--- config.mk ---
export PLATFORM = sky130hd
export DESIGN_NAME = rsdvs_top
export DESIGN_NICKNAME = d
export VERILOG_FILES = /design/src/rsdvs_stepper.sv /design/src/rsdvs_top.sv
export SDC_FILE = /design/constraint.sdc
export NUM_CORES = 1
export LEC_CHECK = 0
export ABC_AREA = 1
export BUFFER_PORTS_ARGS = -buffer_cell sky130_fd_sc_hd__buf_4
export CAP_MARGIN = 20
export CELL_PAD_IN_SITES_DETAIL_PLACEMENT = 1
export CELL_PAD_IN_SITES_GLOBAL_PLACEMENT = 2
export CORE_MARGIN = 1.5
export CORE_UTILIZATION = 35
export DETAILED_ROUTE_END_ITERATION = 8
export PLACE_DENSITY = 0.78
export SETUP_SLACK_MARGIN = 0.15
export SLEW_MARGIN = 40
export SYNTH_ARGS = -nofsm -noshare
export SYNTH_HDL_FRONTEND = slang
export SYNTH_SLANG_ARGS = --single-unit
export TNS_END_PERCENT = 10
--- constraint.sdc ---
create_clock -name pclk -period 3.3 [get_ports pclk]
set_input_delay 0.495 -clock pclk [delete_from_list [all_inputs] [get_ports pclk]]
set_output_delay 0.495 -clock pclk [all_outputs]
set_load 0.05 [all_outputs]
--- src/rsdvs_stepper.sv ---
// shared constants and the per-regulator output-code stepper
`timescale 1ns/10ps
`default_nettype none

package rsdvs_pkg;
  // --------------------------------------------------------------
  // sizes
  // --------------------------------------------------------------
  localparam int NUM_BUCK = 5;
  localparam int NUM_CORE = 2;
  localparam int NUM_LDO = 4;
  localparam int SP_W = 6;
  localparam int CODE_W = 5;
  localparam int CNT_W = 11;
  localparam int NSYNC = 5;
  localparam logic [CODE_W-1:0] CODE_ONE = 5'h01;
  localparam logic [CNT_W-1:0] CNT_ONE = 11'h001;
  localparam logic [CNT_W-1:0] CNT_ZERO = 11'h000;

  // --------------------------------------------------------------
  // step timing: printed interval in microseconds, then cycles
  // --------------------------------------------------------------
  localparam real CLK_PERIOD_NS = 10.0;
  localparam real NS_PER_US = 1000.0;
  localparam real T_STEP_2US = 2.0;
  localparam real T_STEP_4US = 4.0;
  localparam real T_STEP_8US = 8.0;
  localparam real T_STEP_16US = 16.0;
  localparam logic [CNT_W-1:0] CYC_2US =
    CNT_W'(int'(T_STEP_2US * NS_PER_US / CLK_PERIOD_NS));
  localparam logic [CNT_W-1:0] CYC_4US =
    CNT_W'(int'(T_STEP_4US * NS_PER_US / CLK_PERIOD_NS));
  localparam logic [CNT_W-1:0] CYC_8US =
    CNT_W'(int'(T_STEP_8US * NS_PER_US / CLK_PERIOD_NS));
  localparam logic [CNT_W-1:0] CYC_16US =
    CNT_W'(int'(T_STEP_16US * NS_PER_US / CLK_PERIOD_NS));

  // --------------------------------------------------------------
  // register byte offsets
  // --------------------------------------------------------------
  localparam logic [7:0] OFS_CORE1 = 8'h00;
  localparam logic [7:0] OFS_BUCK5 = 8'h10;
  localparam logic [7:0] OFS_BOOST = 8'h14;
  localparam logic [7:0] OFS_LDO = 8'h18;
  localparam logic [7:0] OFS_STATUS = 8'h1C;
  localparam logic [7:0] OFS_CODES = 8'h20;
  localparam int BUCK_IDX_LSB = 2;
  localparam int BUCK_IDX_W = 3;
  localparam int IDX_BUCK4 = 3;

  // --------------------------------------------------------------
  // field positions
  // --------------------------------------------------------------
  localparam int F_NORM = 0;
  localparam int F_STBY = 8;
  localparam int F_RATE = 16;
  localparam int F_RANGE = 16;
  localparam int F_BST_V = 0;
  localparam int F_BST_MODE = 4;
  localparam int F_BST_SMODE = 8;
  localparam int F_LDO_EN = 0;
  localparam int F_LDO_RESP = 8;
  localparam int F_LDO_MODE = 16;
  localparam int F_ST_BUSY = 0;
  localparam int F_ST_PG = 8;
  localparam int F_ST_FAULT = 12;
  localparam int F_ST_STBY = 16;
  localparam int CODE_STRIDE = 6;

  // --------------------------------------------------------------
  // reset values and encodings
  // --------------------------------------------------------------
  localparam logic [SP_W-1:0] RST_SETPOINT = 6'h00;
  localparam logic [1:0] RST_RATE = 2'h1;
  localparam logic [1:0] RST_RANGE = 2'h0;
  localparam logic [1:0] RST_BOOST_V = 2'h0;
  localparam logic [NUM_LDO-1:0] LDO_EXT_PASS = 4'h3;

  typedef enum logic [1:0] {
    RSDVS_BST_OFF = 2'b00,
    RSDVS_BST_PFM = 2'b01,
    RSDVS_BST_AUTO = 2'b10,
    RSDVS_BST_APS = 2'b11
  } rsdvs_bst_mode_t;
endpackage : rsdvs_pkg

// one regulator: walks its output code toward the target one code
// per step interval
module rsdvs_stepper
(
  input wire logic pclk, // system clock
  input wire logic presetn, // async reset, active low
  input wire logic [rsdvs_pkg::CODE_W-1:0] target, // selected set point
  input wire logic [rsdvs_pkg::CNT_W-1:0] interval, // cycles per step
  output logic [rsdvs_pkg::CODE_W-1:0] code_q, // effective output code
  output logic busy_q // transition in progress
);
  logic [rsdvs_pkg::CNT_W-1:0] tick_q;
  logic [rsdvs_pkg::CODE_W-1:0] code_d;
  logic step_due;

  // --------------------------------------------------------------
  // step timebase
  // --------------------------------------------------------------
  assign step_due = (tick_q == interval - rsdvs_pkg::CNT_ONE);

  // next code: one step at the end of each interval, never a jump
  always_comb
  begin
    code_d = code_q;
    if (step_due && (code_q < target))
      code_d = code_q + rsdvs_pkg::CODE_ONE;
    else if (step_due && (code_q > target))
      code_d = code_q - rsdvs_pkg::CODE_ONE;
  end

  // counter idles at zero so a new target waits a full interval
  always_ff @(posedge pclk or negedge presetn)
  begin
    if (!presetn)
      tick_q <= rsdvs_pkg::CNT_ZERO;
    else if ((code_q == target) || step_due)
      tick_q <= rsdvs_pkg::CNT_ZERO;
    else
      tick_q <= tick_q + rsdvs_pkg::CNT_ONE;
  end

  // code and busy flag; done once the code equals the target
  always_ff @(posedge pclk or negedge presetn)
  begin
    if (!presetn)
    begin
      code_q <= rsdvs_pkg::RST_SETPOINT[rsdvs_pkg::CODE_W-1:0];
      busy_q <= 1'b0;
    end
    else
    begin
      code_q <= code_d;
      busy_q <= (code_d != target);
    end
  end
endmodule : rsdvs_stepper

`default_nettype wire

--- src/rsdvs_top.sv ---
// set-point selection, voltage stepping, power good, boost and ldo control
`timescale 1ns/10ps
`default_nettype none

module rsdvs_top
(
  input wire logic pclk, // system clock
  input wire logic presetn, // async reset, active low
  input wire logic psel, // apb select
  input wire logic penable, // apb access phase
  input wire logic pwrite, // apb write
  input wire logic [7:0] paddr, // apb byte address
  input wire logic [31:0] pwdata, // apb write data
  output logic [31:0] prdata, // apb read data
  output logic pready, // apb ready
  output logic pslverr, // apb error, unmapped address
  input wire logic standby_pin, // standby event, async
  input wire logic [1:0] current_limit_pin, // core buck limit, async
  input wire logic boost_heavy_load_pin, // boost load sense, async
  input wire logic system_reset_n, // reset pin, async, active low
  output logic [4:0][4:0] buck_code, // effective code per buck
  output logic [1:0] power_good_out, // core buck power good
  output logic [1:0] boost_vsel, // boost voltage select
  output logic boost_enable, // boost running
  output logic boost_pfm, // boost pulse-frequency operation
  output logic boost_always_switch, // boost always switching
  output logic [3:0] ldo_on, // ldo regulating
  output logic [3:0] ldo_low_power, // ldo reduced bias
  output logic [3:0] ldo_pulldown // ldo output pull-down on
);
  // ----------------------------------------------------------------
  // pin synchronisers
  // ----------------------------------------------------------------
  logic [rsdvs_pkg::NSYNC-1:0] pins_raw;
  logic [rsdvs_pkg::NSYNC-1:0] s1_q;
  logic [rsdvs_pkg::NSYNC-1:0] s2_q;
  logic [rsdvs_pkg::NSYNC-1:0] s3_q;
  logic [rsdvs_pkg::NSYNC-1:0] filt_q;
  logic stby_s;
  logic [1:0] ilim_s;
  logic heavy_s;
  logic rstpin_s;

  assign pins_raw = {system_reset_n, boost_heavy_load_pin,
                     current_limit_pin, standby_pin};

  // three stages; a level counts only once stages two and three agree,
  // which also rejects a single-cycle glitch
  always_ff @(posedge pclk or negedge presetn)
  begin
    if (!presetn)
    begin
      s1_q <= '0;
      s2_q <= '0;
      s3_q <= '0;
      filt_q <= '0;
    end
    else
    begin
      s1_q <= pins_raw;
      s2_q <= s1_q;
      s3_q <= s2_q;
      filt_q <= (s2_q & s3_q) | (filt_q & (s2_q | s3_q));
    end
  end

  assign stby_s = filt_q[0];
  assign ilim_s = filt_q[2:1];
  assign heavy_s = filt_q[3];
  assign rstpin_s = filt_q[4];

  // ----------------------------------------------------------------
  // apb slave: no wait state, answer registered in the setup cycle
  // ----------------------------------------------------------------
  logic [rsdvs_pkg::SP_W-1:0] norm_q [rsdvs_pkg::NUM_BUCK];
  logic [rsdvs_pkg::SP_W-1:0] stby_q [rsdvs_pkg::NUM_BUCK];
  logic [1:0] rate_q [rsdvs_pkg::NUM_CORE];
  logic [1:0] range4_q;
  logic [1:0] bst_v_q;
  logic [1:0] bst_mode_q;
  logic [1:0] bst_smode_q;
  logic [rsdvs_pkg::NUM_LDO-1:0] ldo_en_q;
  logic [rsdvs_pkg::NUM_LDO-1:0] ldo_resp_q;
  logic [rsdvs_pkg::NUM_LDO-1:0] ldo_mode_q;
  logic [1:0] fault_q;
  logic [rsdvs_pkg::CODE_W-1:0] target [rsdvs_pkg::NUM_BUCK];
  logic [rsdvs_pkg::CNT_W-1:0] interval [rsdvs_pkg::NUM_BUCK];
  logic [rsdvs_pkg::NUM_BUCK-1:0] busy;
  logic [rsdvs_pkg::BUCK_IDX_W-1:0] buck_idx;
  logic buck_hit;
  logic hit;
  logic wr_en;
  logic [31:0] rd_data;

  assign buck_idx = paddr[rsdvs_pkg::BUCK_IDX_LSB +: rsdvs_pkg::BUCK_IDX_W];
  assign buck_hit = (paddr <= rsdvs_pkg::OFS_BUCK5) && (paddr[1:0] == 2'h0);
  assign wr_en = psel && penable && pready && pwrite && hit;

  // address decode and read mux; set-point, boost and ldo reads show the stored fields, status and codes reads show live state
  always_comb
  begin
    rd_data = '0;
    hit = 1'b1;
    if (buck_hit)
    begin
      rd_data[rsdvs_pkg::F_NORM +: rsdvs_pkg::SP_W] = norm_q[buck_idx];
      rd_data[rsdvs_pkg::F_STBY +: rsdvs_pkg::SP_W] = stby_q[buck_idx];
      if (buck_idx < rsdvs_pkg::BUCK_IDX_W'(rsdvs_pkg::NUM_CORE))
        rd_data[rsdvs_pkg::F_RATE +: 2] = rate_q[buck_idx[0]];
      if (buck_idx == rsdvs_pkg::BUCK_IDX_W'(rsdvs_pkg::IDX_BUCK4))
        rd_data[rsdvs_pkg::F_RANGE +: 2] = range4_q;
    end
    else if (paddr == rsdvs_pkg::OFS_BOOST)
    begin
      rd_data[rsdvs_pkg::F_BST_V +: 2] = bst_v_q;
      rd_data[rsdvs_pkg::F_BST_MODE +: 2] = bst_mode_q;
      rd_data[rsdvs_pkg::F_BST_SMODE +: 2] = bst_smode_q;
    end
    else if (paddr == rsdvs_pkg::OFS_LDO)
    begin
      // programmed bits, not the standby-dependent state
      rd_data[rsdvs_pkg::F_LDO_EN +: rsdvs_pkg::NUM_LDO] = ldo_en_q;
      rd_data[rsdvs_pkg::F_LDO_RESP +: rsdvs_pkg::NUM_LDO] = ldo_resp_q;
      rd_data[rsdvs_pkg::F_LDO_MODE +: rsdvs_pkg::NUM_LDO] = ldo_mode_q;
    end
    else if (paddr == rsdvs_pkg::OFS_STATUS)
    begin
      rd_data[rsdvs_pkg::F_ST_BUSY +: rsdvs_pkg::NUM_BUCK] = busy;
      rd_data[rsdvs_pkg::F_ST_PG +: 2] = power_good_out;
      rd_data[rsdvs_pkg::F_ST_FAULT +: 2] = fault_q;
      rd_data[rsdvs_pkg::F_ST_STBY] = stby_s;
    end
    else if (paddr == rsdvs_pkg::OFS_CODES)
    begin
      for (int i = 0; i < rsdvs_pkg::NUM_BUCK; i++)
        rd_data[i*rsdvs_pkg::CODE_STRIDE +: rsdvs_pkg::CODE_W] = buck_code[i];
    end
    else
      hit = 1'b0;
  end

  // bus answer: ready raised for exactly the access phase
  always_ff @(posedge pclk or negedge presetn)
  begin
    if (!presetn)
    begin
      pready <= 1'b0;
      prdata <= '0;
      pslverr <= 1'b0;
    end
    else
    begin
      pready <= psel && !penable;
      if (psel && !penable)
      begin
        prdata <= pwrite ? 32'h0000_0000 : rd_data;
        pslverr <= !hit;
      end
    end
  end

  // ----------------------------------------------------------------
  // regulator control registers
  // ----------------------------------------------------------------
  // set points; a write only moves the target, the stepper does the rest
  always_ff @(posedge pclk or negedge presetn)
  begin
    if (!presetn)
    begin
      for (int i = 0; i < rsdvs_pkg::NUM_BUCK; i++)
      begin
        norm_q[i] <= rsdvs_pkg::RST_SETPOINT;
        stby_q[i] <= rsdvs_pkg::RST_SETPOINT;
      end
      for (int i = 0; i < rsdvs_pkg::NUM_CORE; i++)
        rate_q[i] <= rsdvs_pkg::RST_RATE;
      range4_q <= rsdvs_pkg::RST_RANGE;
    end
    else if (wr_en && buck_hit)
    begin
      norm_q[buck_idx] <= pwdata[rsdvs_pkg::F_NORM +: rsdvs_pkg::SP_W];
      stby_q[buck_idx] <= pwdata[rsdvs_pkg::F_STBY +: rsdvs_pkg::SP_W];
      if (buck_idx < rsdvs_pkg::BUCK_IDX_W'(rsdvs_pkg::NUM_CORE))
        rate_q[buck_idx[0]] <= pwdata[rsdvs_pkg::F_RATE +: 2];
      if (buck_idx == rsdvs_pkg::BUCK_IDX_W'(rsdvs_pkg::IDX_BUCK4))
        range4_q <= pwdata[rsdvs_pkg::F_RANGE +: 2];
    end
  end

  // boost and ldo control words
  always_ff @(posedge pclk or negedge presetn)
  begin
    if (!presetn)
    begin
      bst_v_q <= rsdvs_pkg::RST_BOOST_V;
      bst_mode_q <= rsdvs_pkg::RSDVS_BST_AUTO;
      bst_smode_q <= rsdvs_pkg::RSDVS_BST_AUTO;
      ldo_en_q <= '0;
      ldo_resp_q <= '0;
      ldo_mode_q <= '0;
    end
    else if (wr_en && (paddr == rsdvs_pkg::OFS_BOOST))
    begin
      bst_v_q <= pwdata[rsdvs_pkg::F_BST_V +: 2];
      bst_mode_q <= pwdata[rsdvs_pkg::F_BST_MODE +: 2];
      bst_smode_q <= pwdata[rsdvs_pkg::F_BST_SMODE +: 2];
    end
    else if (wr_en && (paddr == rsdvs_pkg::OFS_LDO))
    begin
      ldo_en_q <= pwdata[rsdvs_pkg::F_LDO_EN +: rsdvs_pkg::NUM_LDO];
      ldo_resp_q <= pwdata[rsdvs_pkg::F_LDO_RESP +: rsdvs_pkg::NUM_LDO];
      ldo_mode_q <= pwdata[rsdvs_pkg::F_LDO_MODE +: rsdvs_pkg::NUM_LDO];
    end
  end

  // ----------------------------------------------------------------
  // target and rate selection, one stepper per buck
  // ----------------------------------------------------------------
  always_comb
  begin
    for (int i = 0; i < rsdvs_pkg::NUM_BUCK; i++)
    begin
      target[i] = stby_s ? stby_q[i][rsdvs_pkg::CODE_W-1:0]
                         : norm_q[i][rsdvs_pkg::CODE_W-1:0];
      interval[i] = rsdvs_pkg::CYC_4US;
    end
    // core bucks: host writes and standby moves share the selected rate
    for (int i = 0; i < rsdvs_pkg::NUM_CORE; i++)
    begin
      unique case (rate_q[i])
        2'b00: interval[i] = rsdvs_pkg::CYC_2US;
        2'b01: interval[i] = rsdvs_pkg::CYC_4US;
        2'b10: interval[i] = rsdvs_pkg::CYC_8US;
        2'b11: interval[i] = rsdvs_pkg::CYC_16US;
      endcase
    end
    interval[rsdvs_pkg::IDX_BUCK4] = (range4_q == rsdvs_pkg::RST_RANGE) ?
      rsdvs_pkg::CYC_8US : rsdvs_pkg::CYC_16US;
  end

  for (genvar g = 0; g < rsdvs_pkg::NUM_BUCK; g++)
  begin : g_step
    rsdvs_stepper u_step
    (
      .pclk(pclk),
      .presetn(presetn),
      .target(target[g]),
      .interval(interval[g]),
      .code_q(buck_code[g]),
      .busy_q(busy[g])
    );
  end

  // ----------------------------------------------------------------
  // power good and current-limit faults for the core bucks
  // ----------------------------------------------------------------
  // a fault latches only outside a transition; hardware set beats clear
  always_ff @(posedge pclk or negedge presetn)
  begin
    if (!presetn)
    begin
      power_good_out <= '0;
      fault_q <= '0;
    end
    else
    begin
      for (int i = 0; i < rsdvs_pkg::NUM_CORE; i++)
      begin
        power_good_out[i] <= (buck_code[i] == target[i]) && !busy[i] &&
                             !ilim_s[i];
        fault_q[i] <= (fault_q[i] && !(wr_en &&
                       (paddr == rsdvs_pkg::OFS_STATUS) &&
                       pwdata[rsdvs_pkg::F_ST_FAULT + i])) ||
                      (ilim_s[i] && (buck_code[i] == target[i]));
      end
    end
  end

  // ----------------------------------------------------------------
  // boost mode decode and ldo state
  // ----------------------------------------------------------------
  rsdvs_pkg::rsdvs_bst_mode_t bst_act;
  logic [rsdvs_pkg::NUM_LDO-1:0] ldo_off;
  logic [rsdvs_pkg::NUM_LDO-1:0] ldo_lp;

  assign bst_act = rsdvs_pkg::rsdvs_bst_mode_t'(stby_s ? bst_smode_q
                                                       : bst_mode_q);

  // ldo truth table; a clear response bit masks standby entirely
  always_comb
  begin
    for (int i = 0; i < rsdvs_pkg::NUM_LDO; i++)
    begin
      ldo_off[i] = !ldo_en_q[i] || (ldo_resp_q[i] && stby_s &&
                   !(rsdvs_pkg::LDO_EXT_PASS[i] && ldo_mode_q[i]));
      ldo_lp[i] = ldo_en_q[i] && rsdvs_pkg::LDO_EXT_PASS[i] &&
                  ldo_mode_q[i] && (!ldo_resp_q[i] || stby_s);
    end
  end

  always_ff @(posedge pclk or negedge presetn)
  begin
    if (!presetn)
    begin
      boost_vsel <= rsdvs_pkg::RST_BOOST_V;
      boost_enable <= 1'b0;
      boost_pfm <= 1'b0;
      boost_always_switch <= 1'b0;
      ldo_on <= '0;
      ldo_low_power <= '0;
      ldo_pulldown <= '1;
    end
    else
    begin
      boost_vsel <= bst_v_q;
      boost_enable <= bst_act != rsdvs_pkg::RSDVS_BST_OFF;
      boost_pfm <= (bst_act == rsdvs_pkg::RSDVS_BST_PFM) ||
                   ((bst_act == rsdvs_pkg::RSDVS_BST_AUTO) && !heavy_s);
      boost_always_switch <= (bst_act == rsdvs_pkg::RSDVS_BST_APS) ||
                   ((bst_act == rsdvs_pkg::RSDVS_BST_AUTO) && heavy_s);
      ldo_on <= ~ldo_off & ~ldo_lp;
      ldo_low_power <= ldo_lp;
      ldo_pulldown <= ldo_off | {rsdvs_pkg::NUM_LDO{!rstpin_s}};
    end
  end
endmodule : rsdvs_top

`default_nettype wire

==> summary.txt <==
Die
  – Die Area: ~39000 um^2
  – I/O pin count: 128
  – Die H: 197 um
  – Initial core utilization: 35.8%
  – Core Area: 36800 um^2
  – # rows: 70
  – Die Wd: roughly 200 um

Power
  – Design Power: roughly 7.4 mW
  – Leakage power: just under 8 nW
  – Pwr per Cell Area: ~470 nW/um^2
  – VDD IR max: 0.000383 V

Route
  – Wire length per cell: 18.5 um
  – Via density: just over 5
  – Routed Antenna Nets: 0
  – First DRT Iteration DRCs: between 500 and 600
  – DRC Markers: 0
  – TritonRoute pass-1 iters: 4
  – Via count: approximately 12000
  – Routed Wire Length: about 42000 um

Timing
  – Worst slew pin tran: ~730 ps
  – Crit share post-route: between 80 and 90%
  – Final Max Tran Viols: 0
  – Clk_skew: just under 30 ps
  – Setup_tns: 0 ps
  – Hold Slack: 40.7 ps
  – RSZ-0062 raised after global routing: yes
  – Post-layout min period: just under 3000 ps
  – Relative slew margins: 50.9%
  – Fmax: 0.341 GHz
  – Final Hold Fails: 0
  – Final setup viols: 0

Job
  – Max-cap viol count: 0

Place
  – Buffers added on ports: between 100 and 150
  – DP HPWL: 31600 um
  – Placer Congestion: about 0.82
  – Dpl cells: 2229

Min path
  – Hold Path Stages: 1
  – Worst min path class: primary input to flip-flop

Finish
  – N_diodes: 0
  – Non-Filler Instances: 2294
  – Area delta synth->final: 20.1%
  – Share of post-route cells with drive strength above 1: 16.6%
  – Nets@finish: 1905

Setup path
  – Required @ worst endpoint: approximately 3700 ps
  – Nature of the critical path startpoint: flip-flop
  – Slowest cell on the critical path: dfrtp_2
  – Worst path depth: 13
  – Launch point of the worst path: filt_q[0]$_DFF_PN0_
  – WP data arrival: between 3000 and 4000 ps
  – Worst path cell trace: buf_4 > mux2i_1 > ha_1 > nand2_1 > a21oi_1 > nor2_1 > o21ai_2 > nor2_2 > inv_1 > nand2_1 > xnor3_1 > nor2_1 > nand3_1
  – Crit path capture: g_step[4].u_step.busy_q$_DFF_PN0_
  – Crit path max-delay family: simple AND/OR/NAND/NOR gates
  – Setup CP Type: flip-flop to flip-flop
  – Setup crit end kind: flip-flop
  – Worst r2r dst: g_step[4].u_step.busy_q$_DFF_PN0_
  – CP max FO: 17
  – Reg-to-reg setup timing slack: 370 ps
  – Slowest cell delay on critical path: roughly 460 ps
  – Worst R2R Path Depth: 13
  – Worst Path Buf+Inv: 2
  – Worst r2r src: filt_q[0]$_DFF_PN0_

Clock tree
  – CTS Buf Count: 30
  – Clock tree buffer depth: 3
  – TritonCTS clock tree: done
  – CTS sink cnt: 238
  – Root buf cell: clkbuf_16
  – Reg clk slew, reported paths: 50 ps
  – CTS H-Tree Depth: 1
  – Clock latency on the worst-skew pair: 590 ps

Synth
  – Leading area contributor after synthesis: dfrtp_1
  – Synth cell count leaders: nand2_1 (439), dfrtp_1 (230), inv_1 (185)
  – Number of synthesized register bits: between 200 and 250
  – Sequential fraction of the synthesis area: a little under half
  – Synth cell types: 57
  – Synth Flop Type: dfrtp_1
  – Warnings from Yosys: 0
  – FFs w/ async S/R, synth: 100%
  – Post-synth EDFFs: 0
  – Mapped Avg Cell Area: 7.90 um^2
  – Yosys top cell area share: 43.7%
  – Mapped Area: 13200 um^2
  – Syn Inst Count: roughly 1700
  – Synth top area cells: dfrtp_1 (44%), nand2_1 (13%), inv_1 (5.3%)
  – Most instantiated library cell after synthesis: nand2_1

Status
  – Status: complete, no violations

GRT
  – GRT Total Usage: 22.4%
  – Remaining global-route overflow: 0
  – First-pass GRT wire length: 68300 um
  – Initial antenna violation count: 1
  – Vias in the first global route: 12300
  – Largest net degree at the start of global routing: 77
==> how the worst min path moves through the flow <==
stage,endpoint,start
6_report,s1_q[2]$_DFF_PN0_,current_limit_pin[1]
5_1_grt,s1_q[2]$_DFF_PN0_,current_limit_pin[1]
4_1_cts,s1_q[2]$_DFF_PN0_,current_limit_pin[1]
3_5_place_dp,s2_q[1]$_DFF_PN0_,s1_q[1]$_DFF_PN0_
3_3_place_gp,s2_q[3]$_DFF_PN0_,s1_q[3]$_DFF_PN0_
2_1_floorplan,boost_always_switch$_DFF_PN0_,presetn
==> sequential cells by signal, indices dropped and copies added (netlist names), 4 cells and up <==
register              cells
stby_q                   30
s1_q                      5
norm_q                   30
prdata                   28
ldo_on                    4
ldo_resp_q                4
rate_q                    4
ldo_en_q                  4
ldo_mode_q                4
s3_q                      5
g_step.u_step.code_q     25
g_step.u_step.busy_q      5
g_step.u_step.tick_q     55
ldo_pulldown              4
s2_q                      5
filt_q                    5
==> placed cells by master (no fill, tap or decap), types with 4 or more instances in the layout <==
master / n
o22ai_1: 20
nor2_1: 99
o21ai_1: 73
nor3b_1: 14
nor2_2: 12
o31ai_1: 7
o21bai_1: 7
nand3_2: 9
mux2i_1: 7
buf_4: 141
nand3b_1: 17
bufinv_16: 4
ha_1: 50
clkinvlp_4: 4
conb_1: 6
nand4_1: 13
or2_2: 14
nand3_1: 112
nand2_2: 23
o21ai_0: 70
inv_2: 17
inv_1: 184
dfstp_2: 8
a21oi_1: 57
nand2_1: 437
clkbuf_16: 30
maj3_1: 5
clkbuf_8: 8
xor2_1: 11
nor3_1: 61
dfrtp_1: 229
o211ai_1: 4
dlygate4sd3_1: 5
clkinv_2: 6
o21ai_2: 5
nor2_4: 10
==> routing by layer <==
| layer | vias to the layer above | part of all wire [%] | GRT usage [%] |
|---|---|---|---|
| met5 | - | 0 | 0 |
| met4 | 0 | 2.4 | 6.25 |
| met3 | 58 | 4.1 | 2.65 |
| met2 | 207 | 46 | 36.7 |
| met1 | 5789 | 47 | 31.3 |
| li1 | 5716 | - | - |
==> layout make-up <==
class                   count  area (um^2)
fillers                  4490        21000
multi-input cells        1182         6240
flip-flops and latches    238         5970
repair buffers            150         1180
clock buffers              40          868
inverters                 202          762
well taps                 468          586
clock inverters            13          181
repair inverters            1         7.51
==> what timing repair did <==
item,4_1_cts,5_1_grt
endpoints found under the hold margin,71,0
setup buffers,3,3
cloned,0,1
gates resized for setup,4,9
pin swaps,0,1
hold buffers,5,0
setup endpoints to repair,1,6
==> through the flow <==
step	utilization (%)	area (um^2)	worst slack [ps]
after floorplan	-	13200	770
after global placement	39.7	14600	150
after detailed placement	39.7	14600	61.1
after CTS	42.8	15700	152
after global routing	42.9	15800	111
final	42.9	15800	365
==> logic make-up after synthesis <==
group / Yosys count / share of synthesized area, %
DFF: 238 / 45.3
AOI/OAI and AO/OA: 265 / 11.3
buffers and inverters: 251 / 7.58
other: 1 / 0.0285
and+or+nand+nor: 834 / 28.9
xor gates and xnor gates: 13 / 0.970
adders and majority gates: 55 / 5.14
muxes: 9 / 0.704
==> power breakdown <==
part	internal (mW)	switching (mW)
Combinational	0.277	0.557
Sequential	3.03	0.0756
Clock	2.14	1.33
Power figures use the tool's default switching activity.
